[config.mk]
export PLATFORM = sky130hd
export DESIGN_NAME = ssf_serial_status_flags
export DESIGN_NICKNAME = d
export VERILOG_FILES = /design/src/hdl/ssf_pkg.sv /design/src/hdl/ssf_serial_status_flags.sv
export SDC_FILE = /design/constraint.sdc
export NUM_CORES = 1
export LEC_CHECK = 0
export BUFFER_PORTS_ARGS = -buffer_cell sky130_fd_sc_hd__buf_2
export CORE_ASPECT_RATIO = 1.75
export CORE_MARGIN = 1.5
export CORE_UTILIZATION = 50
export CTS_BUF_LIST = sky130_fd_sc_hd__clkbuf_8
export DETAILED_ROUTE_END_ITERATION = 10
export HOLD_SLACK_MARGIN = 0.15
export PLACE_DENSITY = 0.74
export SKIP_CTS_REPAIR_TIMING = 1
export SYNTH_ARGS = -nofsm -noshare
export SYNTH_HDL_FRONTEND = slang
export SYNTH_SLANG_ARGS = --single-unit
[constraint.sdc]
create_clock -name pclk -period 1.8 [get_ports pclk]
set_input_delay 0.18 -clock pclk [delete_from_list [all_inputs] [get_ports pclk]]
set_output_delay 0.18 -clock pclk [all_outputs]
set_load 0.02 [all_outputs]
[src/hdl/ssf_pkg.sv]
// Package: register map, field positions and modes of the serial status flags
package ssf_pkg;
    // Register byte offsets
    localparam logic [7:0] SSF_STATUS_OFFS = 8'h00;
    localparam logic [7:0] SSF_CTRL_OFFS = 8'h04;
    localparam logic [7:0] SSF_MODE_OFFS = 8'h08;
    localparam logic [7:0] SSF_STATB_OFFS = 8'h0c;
    // Status register A field positions
    localparam int SSF_RXST_LO = 26;
    localparam int SSF_RXST_W = 6;
    localparam int SSF_RX_READY_BIT = 11;
    localparam int SSF_RX_CLOSED_BIT = 9;
    localparam int SSF_RX_FULL_BIT = 8;
    localparam int SSF_DCD_BIT = 7;
    localparam int SSF_DSR_BIT = 5;
    localparam int SSF_CTS_BIT = 4;
    localparam int SSF_TX_READY_BIT = 3;
    localparam int SSF_TX_HALF_BIT = 2;
    localparam int SSF_TX_CLOSED_BIT = 1;
    localparam int SSF_TX_EMPTY_BIT = 0;
    // Status register B field (HDLC receive status)
    localparam int SSF_HST_LO = 16;
    localparam int SSF_HST_W = 10;
    // Mode register field positions
    localparam int SSF_MODE_LO = 0;
    localparam int SSF_RXDMA_BIT = 2;
    localparam int SSF_TXDMA_BIT = 3;
    // Transmit FIFO room threshold in bytes for half-empty
    localparam int SSF_TX_HALF_ROOM = 16;
    // Reset values
    localparam logic [31:0] SSF_CTRL_RST = 32'h0000_0000;
    localparam logic [31:0] SSF_SLVERR_NONE = 32'h0000_0000;
    // Sticky bits cleared by write-one
    localparam logic [31:0] SSF_W1C_MASK = 32'h0000_02b2;
    // Channel protocol modes
    typedef enum logic [1:0] {
        SSF_MODE_UART,
        SSF_MODE_SPI,
        SSF_MODE_HDLC
    } ssf_mode_e;
endpackage

[src/hdl/ssf_serial_status_flags.sv]
// Status and pending-flag logic of a serial channel, with APB registers
//
// Our own choices: the address map and the APB slave port.
`timescale 1ns/10ps
module ssf_serial_status_flags
    import ssf_pkg::*;
#(
    parameter int TX_DEPTH = 32,
    parameter int CW = 6
) (
    input wire logic pclk,
    input wire logic presetn,
    input wire logic psel,
    input wire logic penable,
    input wire logic pwrite,
    input wire logic [7:0] paddr,
    input wire logic [31:0] pwdata,
    input wire logic [3:0] pstrb,
    output logic [31:0] prdata,
    output logic pready,
    output logic pslverr,
    input wire logic rx_close_evt,
    input wire logic [SSF_RXST_W-1:0] rx_close_status,
    input wire logic [SSF_HST_W-1:0] rx_hdlc_status,
    input wire logic rx_fifo_nonempty,
    input wire logic rx_fifo_full,
    input wire logic [CW-1:0] tx_fifo_room,
    input wire logic tx_shift_idle,
    input wire logic carrier_detect_pin,
    input wire logic set_ready_pin,
    input wire logic clear_to_send_pin,
    output logic [SSF_RXST_W-1:0] rx_desc_status,
    output logic rx_desc_write,
    output logic rx_data_ready_flag,
    output logic tx_space_ready_flag,
    output logic irq
);

    logic [31:0] ctrl;
    logic [31:0] mode_reg;
    logic rx_buffer_closed_flag;
    logic tx_buffer_closed_flag;
    logic carrier_detect_change_flag;
    logic set_ready_change_flag;
    logic clear_to_send_change_flag;
    logic [SSF_RXST_W-1:0] rx_status_hold;
    logic [SSF_HST_W-1:0] hdlc_status_hold;
    logic [2:0] pin_s1;
    logic [2:0] pin_s2;
    logic [2:0] pin_s3;
    logic tx_was_busy;
    logic wr_acc;
    logic rd_acc;
    logic [7:0] wr_addr;
    logic [31:0] wdat;
    logic [31:0] next_status;
    logic [31:0] next_prdata;
    logic dma_uart_rx;
    logic dma_uart_tx;
    logic ack_rx_closed;
    logic ack_tx_closed;
    logic rx_close_set;
    logic tx_close_set;
    logic [2:0] pin_change;
    logic tx_fifo_empty_flag;
    logic tx_fifo_half_empty_flag;
    logic next_rx_rdy;
    logic next_tx_rdy;
    logic next_irq;
    logic [31:0] pend;

    // Register map, one aligned word each:
    //   0x00 status A: sticky change and closed flags, live levels
    //   0x04 control: interrupt enables, same bit layout as status A
    //   0x08 mode: protocol in bits 1:0, receive DMA bit 2,
    //        transmit DMA bit 3
    //   0x0c status B: HDLC receive status in bits 25:16
    // Sharing the layout makes the interrupt a plain AND of the
    // pending bits and the enables.

    // No wait states, so the write strobe is the access phase alone
    // Single-cycle APB: every access completes in its access phase
    assign wr_acc = psel && penable && pwrite;
    assign rd_acc = psel && penable && !pwrite;
    assign wr_addr = paddr;
    // Byte strobes gate each lane of the written word
    assign wdat = pwdata & {{8{pstrb[3]}}, {8{pstrb[2]}},
                            {8{pstrb[1]}}, {8{pstrb[0]}}};

    // Mode decode: DMA self-acknowledge exists only outside HDLC
    // Both DMA bits are ignored in HDLC, where software always acks
    assign dma_uart_rx = mode_reg[SSF_RXDMA_BIT]
        && (mode_reg[SSF_MODE_LO +: 2] != 2'(SSF_MODE_HDLC));
    assign dma_uart_tx = mode_reg[SSF_TXDMA_BIT]
        && (mode_reg[SSF_MODE_LO +: 2] != 2'(SSF_MODE_HDLC));

    // Write-one acknowledges; a zero leaves the flag alone
    // Only the status A offset carries write-one bits
    assign ack_rx_closed = wr_acc && (wr_addr == SSF_STATUS_OFFS)
        && wdat[SSF_RX_CLOSED_BIT];
    assign ack_tx_closed = wr_acc && (wr_addr == SSF_STATUS_OFFS)
        && wdat[SSF_TX_CLOSED_BIT];

    assign rx_close_set = rx_close_evt;
    // Transmit closes on the busy-to-idle edge: shifter idle and FIFO empty after a busy cycle
    // Room equal to the depth means the FIFO holds nothing
    assign tx_fifo_empty_flag = (32'(tx_fifo_room) == TX_DEPTH);
    assign tx_close_set = tx_was_busy && tx_shift_idle
        && tx_fifo_empty_flag;
    assign tx_fifo_half_empty_flag =
        (32'(tx_fifo_room) >= SSF_TX_HALF_ROOM);

    // Modem inputs pass two flops before edge detection
    // Pins are asynchronous to pclk; the third stage only serves the
    // edge detector and never feeds other logic.
    always_ff @(posedge pclk or negedge presetn) begin
        if (!presetn) begin
            pin_s1 <= 3'h0;
            pin_s2 <= 3'h0;
            pin_s3 <= 3'h0;
        end else begin
            pin_s1 <= {carrier_detect_pin, set_ready_pin,
                       clear_to_send_pin};
            pin_s2 <= pin_s1;
            pin_s3 <= pin_s2;
        end
    end
    // First sample after reset may flag a change; software acks it
    // A glitch shorter than a clock may be missed entirely; modems
    // hold their status lines far longer than that.
    assign pin_change = pin_s2 ^ pin_s3;

    // Control and mode registers written by software
    // Only mode bits 3:0 act; upper bits read back as written so
    // software may keep its own tags there.
    always_ff @(posedge pclk or negedge presetn) begin
        if (!presetn) begin
            ctrl <= SSF_CTRL_RST;
            mode_reg <= SSF_CTRL_RST;
        end else if (wr_acc) begin
            if (wr_addr == SSF_CTRL_OFFS) begin
                ctrl <= wdat;
            end
            if (wr_addr == SSF_MODE_OFFS) begin
                mode_reg <= wdat;
            end
        end
    end

    // Receive closed flag: set beats clear; DMA acks in hardware
    // With DMA on outside HDLC the flag is held clear every cycle,
    // so a close never reaches software or the interrupt.
    always_ff @(posedge pclk or negedge presetn) begin
        if (!presetn) begin
            rx_buffer_closed_flag <= 1'b0;
        end else if (rx_close_set && !dma_uart_rx) begin
            rx_buffer_closed_flag <= 1'b1;
        end else if (ack_rx_closed || dma_uart_rx) begin
            rx_buffer_closed_flag <= 1'b0;
        end
    end

    // Closing status captured so it stays valid until acknowledged
    // Captured on every close; in DMA mode the held receive status is never
    // shown because the closed flag stays clear.
    always_ff @(posedge pclk or negedge presetn) begin
        if (!presetn) begin
            rx_status_hold <= '0;
            hdlc_status_hold <= '0;
        end else if (rx_close_set) begin
            rx_status_hold <= rx_close_status;
            hdlc_status_hold <= rx_hdlc_status;
        end
    end

    // DMA path writes the status into the buffer descriptor
    // Write pulse lasts one cycle, one pulse per closed buffer
    always_ff @(posedge pclk or negedge presetn) begin
        if (!presetn) begin
            rx_desc_status <= '0;
            rx_desc_write <= 1'b0;
        end else begin
            rx_desc_write <= rx_close_set && dma_uart_rx;
            if (rx_close_set && dma_uart_rx) begin
                rx_desc_status <= rx_close_status;
            end
        end
    end

    // Transmit closed flag, self-acknowledged in UART/SPI DMA
    // Busy means shifter active or FIFO holding data; closing needs
    // a busy-to-idle transition so an idle channel after reset
    // never reports a closed buffer.
    always_ff @(posedge pclk or negedge presetn) begin
        if (!presetn) begin
            tx_buffer_closed_flag <= 1'b0;
            tx_was_busy <= 1'b0;
        end else begin
            tx_was_busy <= !tx_shift_idle || !tx_fifo_empty_flag;
            if (tx_close_set && !dma_uart_tx) begin
                tx_buffer_closed_flag <= 1'b1;
            end else if (ack_tx_closed || dma_uart_tx) begin
                tx_buffer_closed_flag <= 1'b0;
            end
        end
    end

    // Modem change flags: sticky, event wins over write-one
    // Acks come through ack_sticky, which gates on the status
    // address and the byte strobes.
    always_ff @(posedge pclk or negedge presetn) begin
        if (!presetn) begin
            carrier_detect_change_flag <= 1'b0;
            set_ready_change_flag <= 1'b0;
            clear_to_send_change_flag <= 1'b0;
        end else begin
            if (pin_change[2]) begin
                carrier_detect_change_flag <= 1'b1;
            end else if (ack_sticky(SSF_DCD_BIT)) begin
                carrier_detect_change_flag <= 1'b0;
            end
            if (pin_change[1]) begin
                set_ready_change_flag <= 1'b1;
            end else if (ack_sticky(SSF_DSR_BIT)) begin
                set_ready_change_flag <= 1'b0;
            end
            if (pin_change[0]) begin
                clear_to_send_change_flag <= 1'b1;
            end else if (ack_sticky(SSF_CTS_BIT)) begin
                clear_to_send_change_flag <= 1'b0;
            end
        end
    end

    // Write-one acknowledge for one status bit position
    function automatic logic ack_sticky(input int b);
        ack_sticky = wr_acc && (wr_addr == SSF_STATUS_OFFS) && wdat[b];
    endfunction

    // Ready flags gated by closed-buffer interlocks
    // The close event itself also blocks ready, so ready drops at
    // the edge the closed flag rises, with no one-cycle gap.
    // Transmit: room above half always accepts a write; below it,
    // any nonzero room does.
    always_comb begin
        next_rx_rdy = rx_fifo_nonempty && !rx_buffer_closed_flag
            && !rx_close_set;
        next_tx_rdy = !tx_fifo_half_empty_flag ? (32'(tx_fifo_room) != 0)
            : 1'b1;
        next_tx_rdy = next_tx_rdy && !tx_buffer_closed_flag
            && !tx_close_set;
    end

    always_ff @(posedge pclk or negedge presetn) begin
        if (!presetn) begin
            rx_data_ready_flag <= 1'b0;
            tx_space_ready_flag <= 1'b0;
        end else begin
            rx_data_ready_flag <= next_rx_rdy;
            tx_space_ready_flag <= next_tx_rdy;
        end
    end

    // Assembled status word; live bits never stored from writes
    // Receive status shows only while the closed flag is set outside
    // HDLC; otherwise those bits read zero.
    always_comb begin
        next_status = '0;
        if (rx_buffer_closed_flag
            && mode_reg[SSF_MODE_LO +: 2] != 2'(SSF_MODE_HDLC)) begin
            next_status[SSF_RXST_LO +: SSF_RXST_W] = rx_status_hold;
        end
        next_status[SSF_RX_READY_BIT] = rx_data_ready_flag;
        next_status[SSF_RX_CLOSED_BIT] = rx_buffer_closed_flag;
        next_status[SSF_RX_FULL_BIT] = rx_fifo_full;
        next_status[SSF_DCD_BIT] = carrier_detect_change_flag;
        next_status[SSF_DSR_BIT] = set_ready_change_flag;
        next_status[SSF_CTS_BIT] = clear_to_send_change_flag;
        next_status[SSF_TX_READY_BIT] = tx_space_ready_flag;
        next_status[SSF_TX_HALF_BIT] = tx_fifo_half_empty_flag;
        next_status[SSF_TX_CLOSED_BIT] = tx_buffer_closed_flag;
        next_status[SSF_TX_EMPTY_BIT] = tx_fifo_empty_flag;
    end

    // Read mux; unmapped addresses read zero without error
    // Status B holds the HDLC status of the last close
    always_comb begin
        unique case (paddr)
            SSF_STATUS_OFFS: next_prdata = next_status;
            SSF_CTRL_OFFS: next_prdata = ctrl;
            SSF_MODE_OFFS: next_prdata = mode_reg;
            SSF_STATB_OFFS: next_prdata =
                32'(hdlc_status_hold) << SSF_HST_LO;
            default: next_prdata = '0;
        endcase
    end

    // Registered read data, presented in the access phase
    // Data is latched in the setup phase so it stands for the whole
    // access; pready rises for exactly the access cycle, no waits.
    always_ff @(posedge pclk or negedge presetn) begin
        if (!presetn) begin
            prdata <= '0;
            pready <= 1'b0;
            pslverr <= 1'b0;
        end else begin
            prdata <= (psel && !penable && !pwrite) ? next_prdata : prdata;
            pready <= psel && !penable;
            pslverr <= SSF_SLVERR_NONE[0];
        end
    end

    // Pending set: each closed/change flag plus live ready levels
    // Ready and half-empty are levels: their interrupt stays high
    // while the condition holds, unlike the sticky change flags.
    assign pend = next_status & SSF_W1C_MASK
        | (32'(tx_space_ready_flag) << SSF_TX_READY_BIT)
        | (32'(tx_fifo_half_empty_flag) << SSF_TX_HALF_BIT)
        | (32'(rx_data_ready_flag) << SSF_RX_READY_BIT);
    // Registered so irq comes straight from a flop, one cycle
    // behind the pending bits
    assign next_irq = |(pend & ctrl);

    always_ff @(posedge pclk or negedge presetn) begin
        if (!presetn) begin
            irq <= 1'b0;
        end else begin
            irq <= next_irq;
        end
    end

endmodule

==> results.cfg, run 1 <==
[outcome]
status = complete, no violations

[sta]
rsz0062_at_grt = false
setup_tns_ps = 0
worstMarginPinSlew_ps = 558
hold_viol_final = 0
clock-skew-final_ps = 6.25
finalCritPeriodShare_pct = 93.5
drv_slew = 0
period_minus_slack_ps = 1680
max_freq_mhz = 594
finalSetupViolations = 0
slew_headroom_pct = 62.6

[setup_path]
critPathKind = in2reg
cp.required_ps = 2130
reg2regPathDepth = 3
cp_max_fo = 3
crit_arrival_ps = 2010
start_kind = input pin
end_kind = register

[route]
drt_wl_total_mm = 15.5
drc = 0
first_pass_iters = 5
wl_per_cell_um = 17.3
initialDrtViolationCount = 264
vias_per_cell = 5.45
vias = 4881
ant_nets = 0

[yosys]
syn_inst = 538
synth-seq-cells = 138
synth_top_cell_by_area = dfrtp_1
synth_area_um2 = 5690
synth_area_leaders = dfrtp_1, nand2_1, o21ai_0
synth_top_area_share_pct = 60.7
ys_seq_area_share_pct = 60.7
syn-num-nets = 616
yosysUniqueCellTypes = 36
synth_warnings = 0
syn_area_per_cell_um2 = 10.6

[floorplan]
die_x_um = 83.6
die_area_um2 = 12000
start_util_pct = 51.2
io_pins = 122
rows = 51
coreArea_um2 = 11100
die_y_um = 144

[cts]
clkLatencyLatePin_ps = 440
htree_levels = 4
cts.sinks = 138
cts_tree = built
clkTransAtPathRegs_ps = 80
cts_made_buffers = 17
clockBufferDepth = 2
cts-root-buf = clkbuf_8

[global_routing]
grt_overflow = 0
grt_max_degree = 54
antenna_found_initial = 1
grt_pass1_vias = 4572
track_usage_pct = 24.5
grt_pass1_wl_mm = 22.7

[power]
ir_drop_uv = 616
cellPowerDensity_nw_per_um2 = 827
p_leak_nw = 3.71

[hold_path]
whs_path_depth = 3
min_path_type = in2reg

[layout]
final_util_pct = 70.6
drive_gt1_share_pct = 27.6
diodes = 0
nets = 829
syn_to_final_growth_pct = 37.8
fillerInstances = 815

[placed_design]
hpwl_mm = 10.4
port_buffers = 120
place.gp.congestion = 0.889

[run]
cap_viol_max_count = 0
power breakdown:
part / switching [mW] / total (mW) / internal [mW]
logic: 0.310 / 0.642 / 0.332
clock network: 1.19 / 2.60 / 1.41
registers: 0.0534 / 3.23 / 3.18
total: 1.56 / 6.48 / 4.92
per-stage QoR:
step	power (mW)	hold WS (ps)	setup WS [ps]	area [um2]	std cells
after floorplan	3.51	-116	419	5690	538
after global placement	3.76	168	274	6500	773
after detailed placement	3.78	176	208	6500	773
after CTS	6.37	-305	415	6920	805
after global routing	6.71	167	40.7	7830	896
final	6.48	138	118	7830	896
cells by family after synthesis:
kind of cell,Yosys count,share of synthesized area (%)
and+or+nand+nor,174,13.6
AOI/OAI and AO/OA,141,14.4
DFF,138,60.7
buffers and inverters,41,3.01
muxes,40,7.74
xor gates and xnor gates,3,0.462
other,1,0.0659
critical path, stage by stage:
cell,delay (ps)
dlygate4sd3_1,530
buf_2,120
nor4_1,300
and3b_1,260
nand2_1,70
dlygate4sd3_1,550
path summary, 6_finish.rpt:
kind                                         startpoint                            end  slack [ps]
max in group asynchronous                       presetn         prdata[24]$_DFFE_PN0P_         880
worst max register to register  mode_reg[0]$_DFFE_PN0P_  rx_desc_status[1]$_DFFE_PN0P_         410
min in group asynchronous                       presetn           ctrl[23]$_DFFE_PN0P_         260
worst min-delay path                           pstrb[3]       mode_reg[31]$_DFFE_PN0P_         140
worst max-delay path                    tx_fifo_room[1]          tx_was_busy$_DFF_PN0_         120
worst min register to register      pin_s1[2]$_DFF_PN0_            pin_s2[2]$_DFF_PN0_         360
cells in the mapped netlist:
master    count
xnor2_1       3
o21ai_1      14
dfrtp_1     138
clkbuf_1     25
buf_1         7
nor3b_1       1
nand4_1       1
conb_1        1
buf_2         5
and2_1        2
o21ai_0      76
a222oi_1      1
a22oi_1      24
nor4_1        1
nand2_1     132
or2_1         1
a21oi_1      11
nor2_1       11
a221oi_1      7
mux2i_1       8
inv_1         2
and4b_1       1
and4_1        1
nand2_2       1
and3b_1       2
nor2b_1       4
buf_6         1
o31ai_1       6
nor4_4        1
nor3_1        2
nand3_1       3
buf_4         1
nand2b_1      2
mux2_2       32
nand4b_1      8
a22o_1        2
layout by cell type, fill, tap and decap left out, types with 6 or more instances in the layout:
| master | Yosys | layout |
|---|---|---|
| dfrtp_1 | 138 | 138 |
| nand2_1 | 132 | 132 |
| buf_2 | 5 | 119 |
| dlygate4sd3_1 | 0 | 91 |
| o21ai_0 | 76 | 76 |
| mux2_2 | 32 | 32 |
| a22oi_1 | 24 | 24 |
| clkbuf_8 | 0 | 22 |
| buf_4 | 1 | 19 |
| o21ai_1 | 14 | 14 |
| nor2_1 | 11 | 11 |
| a21oi_1 | 11 | 11 |
| nand4b_1 | 8 | 8 |
| mux2i_1 | 8 | 8 |
| a221oi_1 | 7 | 7 |
| o31ai_1 | 6 | 6 |
final cells by class:
cell class                 instances  area, um2  area share [%]
tap                              132        165            2.11
clock inverter                    10        115            1.47
multi-input combinational        359       2070            26.4
sequential                       138       3450            44.1
timing repair buffer             233       1720            22.0
inverter                           2       7.51          0.0958
clock buffer                      22        303            3.87
layer usage:
metal	wire [um]	GRT usage, %	vias to the layer above
met5	12	0	-
met3	757	5.65	29
li1	-	-	2291
met2	8330	42.8	167
met1	6110	29.2	2392
met4	306	10.0	2
Note: power is estimated with default switching activity, not from simulation.
==> run 2, diff against run 1 <==
--- a/config.mk
+++ b/config.mk
@@ -7,7 +7,6 @@
 export LEC_CHECK = 0
 export BUFFER_PORTS_ARGS = -buffer_cell sky130_fd_sc_hd__buf_2
 export CORE_ASPECT_RATIO = 1.75
-export CORE_MARGIN = 1.5
 export CORE_UTILIZATION = 50
 export CTS_BUF_LIST = sky130_fd_sc_hd__clkbuf_8
 export DETAILED_ROUTE_END_ITERATION = 10
==> results.cfg, run 2 (synthesis results as in run 1) <==
[outcome]
status = complete, no violations

[global_routing]
grt_overflow = 0
grt_max_degree = 49
antenna_found_initial = 1
grt_pass1_wl_mm = 21.9
track_usage_pct = 25.4
grt_pass1_vias = 4434

[setup_path]
critPathKind = in2reg
crit_arrival_ps = 1970
start_kind = input pin
cp.required_ps = 2150
cpMaxStageDelayCell = dlygate4sd3_1
cp_slowest_stage_delay_ps = 560
regToRegStartpoint = mode_reg[0]$_DFFE_PN0P_
crit_chain = dlygate4sd3_1 -> buf_2 -> nor2b_1 -> nand2b_2 -> or2_1 -> buf_4 -> a22oi_1
startpoint = penable
cp_max_fo = 20
end_kind = register
crit_end = prdata[26]$_DFFE_PN0P_
r2r_slack_ps = 390
reg2regPathDepth = 3
timing.rr.end = rx_desc_status[1]$_DFFE_PN0P_

[cts]
htree_levels = 4
cts_made_buffers = 17
clkLatencyLatePin_ps = 440
cts.sinks = 138
clkTransAtPathRegs_ps = 70
cts_tree = built
cts-root-buf = clkbuf_8
clockBufferDepth = 2

[route]
vias = 4926
wirelength_met1_mm = 5.54
wl_met3_um = 804
vias_per_cell = 5.54
ant_nets = 0
highest_layer = met5
drt_wl_total_mm = 15.0
drc = 0
wl_per_cell_um = 16.9
first_pass_iters = 5
initialDrtViolationCount = 355
wl_met2_mm = 8.29

[hold_path]
hold_start = pstrb[1]
whs_path_depth = 3
min_path_type = in2reg

[layout]
fin_area_um2 = 7790
drive_gt1_share_pct = 27.2
fillerInstances = 825
layout_commonest_cell = dfrtp_1
diodes = 0
final_util_pct = 70.1
syn_to_final_growth_pct = 36.9
multi_input_area_um2 = 2070
nets = 822
regArea_um2 = 3450
layout_common_cells = dfrtp_1, nand2_1, buf_2

[placed_design]
port_buffers = 120
place.gp.congestion = 0.802
hpwl_mm = 9.89
pre_cts_ws_ps = 228
placed_area_um2 = 6470

[sta]
hold_viol_final = 0
finalSetupViolations = 0
clock-skew-final_ps = 6.90
worst_slack_ps = 173
max_freq_mhz = 615
setup_tns_ps = 0
rsz0062_at_grt = false
drv_slew = 0
period_minus_slack_ps = 1630
finalCritPeriodShare_pct = 90.4

[floorplan]
die_area_um2 = 11800
io_pins = 122
start_util_pct = 51.2
die_x_um = 82.6
die_y_um = 143
rows = 51
coreArea_um2 = 11100

[power]
ir_drop_uv = 626
cellPowerDensity_nw_per_um2 = 845
p_leak_nw = 3.67

[run]
cap_viol_max_count = 0
-- run 2: changes by cell type in the layout (fill, tap and decap cells not counted), sizes merged --
| cell | delta |
|---|---|
| bufinv | +2 |
| clkbuf | -5 |
| inv | +2 |
| dlygate4sd3 | -3 |
| clkinvlp | +2 |
| clkinv | -1 |
| buf | -4 |
-- run 2: area by class of cell --
cell class | instances | area share (%)
Sequential cell | 138 | 44.4
Clock buffer | 17 | 3.00
Multi-Input combinational cell | 359 | 26.5
Tap cell | 132 | 2.12
Inverter | 2 | 0.0964
Clock inverter | 15 | 2.56
Timing Repair Buffer | 226 | 21.3
-- run 2: how the worst min path moves through the flow --
stage,slack [ps],end
after detailed placement,140,prdata[0]$_DFFE_PN0P_
after global placement,140,prdata[29]$_DFFE_PN0P_
after floorplan,-120,carrier_detect_change_flag$_DFFE_PN0P_
after global routing,150,mode_reg[12]$_DFFE_PN0P_
final,110,mode_reg[12]$_DFFE_PN0P_
after CTS,-340,prdata[0]$_DFFE_PN0P_
-- run 2: where the power goes --
| group | internal, mW | switching [mW] |
|---|---|---|
| clock | 1.51 | 1.21 |
| sequential | 3.18 | 0.0521 |
| combinational | 0.323 | 0.305 |
-- run 2: layer usage --
layer | up-vias | track usage [%]
met1 | 2420 | 30.6
met5 | - | 0
met2 | 193 | 43.3
li1 | 2278 | -
met3 | 33 | 6.26
met4 | 2 | 8.71
-- run 2: metrics by stage --
stage                     total power, mW  hold WS (ps)  instances
after floorplan                      3.51          -116        538
after global placement               3.75           141        769
after detailed placement             3.77           141        769
after CTS                            6.47          -342        801
after global routing                 6.79           152        889
final                                6.58           107        889
-- run 2: critical path: cells and delay by family --
| kind | cells | cell delay [ps] |
|---|---|---|
| buffers and inverters | 3 | 910 |
| and+or+nand+nor | 3 | 680 |
| AOI/OAI and AO/OA | 1 | 190 |
==> run 3, diff against run 2 <==
--- a/config.mk
+++ b/config.mk
@@ -5,13 +5,14 @@
 export SDC_FILE = /design/constraint.sdc
 export NUM_CORES = 1
 export LEC_CHECK = 0
+export ABC_AREA = 1
 export BUFFER_PORTS_ARGS = -buffer_cell sky130_fd_sc_hd__buf_2
 export CORE_ASPECT_RATIO = 1.75
 export CORE_UTILIZATION = 50
 export CTS_BUF_LIST = sky130_fd_sc_hd__clkbuf_8
 export DETAILED_ROUTE_END_ITERATION = 10
 export HOLD_SLACK_MARGIN = 0.15
-export PLACE_DENSITY = 0.74
+export PLACE_DENSITY = 0.73
 export SKIP_CTS_REPAIR_TIMING = 1
 export SYNTH_ARGS = -nofsm -noshare
 export SYNTH_HDL_FRONTEND = slang
==> results.cfg, run 3 <==
[outcome]
status = complete, no violations

[layout]
nets = 980
layout_common_cells = nand2_1, dfrtp_1, buf_2
syn_to_final_growth_pct = 29.4
layout_commonest_cell = nand2_1
diodes = 0
drive_gt1_share_pct = 26.4

[yosys]
ys_seq_area_share_pct = 54.3
yosys.area_share.simple_pct = 28.3
yosysUniqueCellTypes = 26
synthFlopType = dfrtp_1
syn_inst = 711
synth_area_um2 = 6360
synth_edf_count = 0
synth_compound_area_share_pct = 10.1
syn-num-nets = 789
synth_common_cells = nand2_1, dfrtp_1, nand3_1
synth_top_cell_by_area = dfrtp_1
synth_area_leaders = dfrtp_1, nand2_1, o21ai_2
synth_warnings = 0
synth-seq-cells = 138
synth_top_area_share_pct = 54.3
yosys.area_share.xor_xnor_pct = 0.413
synth_fa_ha_area_share_pct = 0
syn_area_per_cell_um2 = 8.94
yosysMostFrequentCell = nand2_1
synthArstFlopShare_pct = 100
synthMuxAreaShare_pct = 0
synth_top_family_by_area = simple AND/OR/NAND/NOR gates

[setup_path]
crit_buf_inv = 3
crit_chain = dlygate4sd3_1 -> buf_2 -> nor2_1 -> nand2_1 -> nor2_1 -> nand2_1 -> dlygate4sd3_1
critPathKind = in2reg
cp_max_fo = 3
reg2regPathDepth = 6
crit_arrival_ps = 1950
start_kind = input pin
regToRegStartpoint = mode_reg[1]$_DFFE_PN0P_
cp_slowest_stage_delay_ps = 580
cpMaxStageDelayCell = dlygate4sd3_1
r2r_slack_ps = 400
end_kind = register
timing.rr.end = rx_desc_status[2]$_DFFE_PN0P_
cp_top_family = buffers and inverters
cp.required_ps = 2120

[route]
vias = 5574
initialDrtViolationCount = 374
wl_per_cell_um = 15.0
drt_wl_total_mm = 16.2
wl_met2_mm = 8.63
first_pass_iters = 5
vias_per_cell = 5.15
ant_nets = 0
highest_layer = met4
wirelength_met1_mm = 6.35
wl_met3_um = 648
drc = 0

[floorplan]
start_util_pct = 51.1
die_y_um = 151
io_pins = 122
die_area_um2 = 13200
die_x_um = 87.2
coreArea_um2 = 12400
rows = 54

[cts]
cts-root-buf = clkbuf_8
clkLatencyLatePin_ps = 430
htree_levels = 4
cts.sinks = 138
cts_made_buffers = 17
clkTransAtPathRegs_ps = 80
clockBufferDepth = 2
cts_tree = built

[sta]
period_minus_slack_ps = 1640
max_freq_mhz = 612
rsz0062_at_grt = false
finalSetupViolations = 0
hold-worst-slack_ps = 143
clock-skew-final_ps = 10.8
worstMarginPinSlew_ps = 509
hold_viol_final = 0
finalCritPeriodShare_pct = 90.8
drv_slew = 0
slew_headroom_pct = 66.0
setup_tns_ps = 0

[hold_path]
whs_path_depth = 3
min_path_type = in2reg
hold_end = ctrl[9]$_DFFE_PN0P_
hold_start = pwdata[9]

[global_routing]
antenna_found_initial = 0
track_usage_pct = 24.0
grt_overflow = 0
grt_max_degree = 65
grt_pass1_vias = 5071
grt_pass1_wl_mm = 23.9

[power]
ir_drop_uv = 625
cellPowerDensity_nw_per_um2 = 764
p_leak_nw = 4.22

[placed_design]
port_buffers = 120
place.gp.congestion = 0.853
hpwl_mm = 10.5

[run]
cap_viol_max_count = 0
==> run 3: worst max-delay path by stage <==
stage,startpoint,endpoint,slack (ps),depth (start not counted)
after floorplan,mode_reg[1]$_DFFE_PN0P_,rx_desc_status[0]$_DFFE_PN0P_,700,6
after global placement,paddr[7],mode_reg[20]$_DFFE_PN0P_,370,8
after detailed placement,paddr[7],mode_reg[3]$_DFFE_PN0P_,320,8
after CTS,mode_reg[1]$_DFFE_PN0P_,rx_desc_status[2]$_DFFE_PN0P_,400,6
after global routing,tx_fifo_room[3],tx_was_busy$_DFF_PN0_,140,7
final,tx_fifo_room[3],tx_was_busy$_DFF_PN0_,160,7
==> run 3: cell families after synthesis <==
group / Yosys count
and+or+nand+nor: 426
DFF: 138
AOI/OAI and AO/OA: 79
xor gates and xnor gates: 3
buffers and inverters: 64
other: 1
==> run 3: per-layer routing <==
| layer | GRT usage [%] | vias up |
|---|---|---|
| met5 | 0 | - |
| met4 | 12.7 | 0 |
| met3 | 4.47 | 42 |
| met2 | 41.5 | 189 |
| met1 | 27.8 | 2677 |
| li1 | - | 2666 |
==> run 3: through the flow <==
stage	setup slack, ps	cells	total power [mW]	util (%)	area [um2]
5_1_grt	139	1083	6.54	66.2	8230
2_1_floorplan	697	711	3.49	-	6360
6_report	165	1083	6.29	66.2	8230
4_1_cts	395	1004	6.21	59.8	7440
3_5_place_dp	321	972	3.74	56.6	7040
3_3_place_gp	373	972	3.72	56.6	7040
==> run 3: final cells by class <==
| cell class | instances | area [um2] |
|---|---|---|
| Fill cell | 1050 | 4200 |
| Multi-Input combinational cell | 509 | 2480 |
| Sequential cell | 138 | 3450 |
| Clock buffer | 20 | 275 |
| Inverter | 23 | 88.8 |
| Tap cell | 168 | 210 |
| Clock inverter | 12 | 123 |
| Timing Repair Buffer | 213 | 1600 |
==> run 3: worst register-to-register path, stage by stage (launching register included) <==
cell and delay, ps:
dfrtp_1 400, nand2_1 170, nand2_1 130, nor2_2 280
inv_1 180, nand2_1 90, nand2_1 50
==> run 3: report_power, final <==
group / total [mW] / leakage [nW] / switching [mW] / internal, mW
Clock: 2.48 / 0.204 / 1.15 / 1.33
Sequential: 3.22 / 1.84 / 0.0418 / 3.17
Combinational: 0.598 / 2.17 / 0.334 / 0.264
Total: 6.29 / 4.22 / 1.52 / 4.77
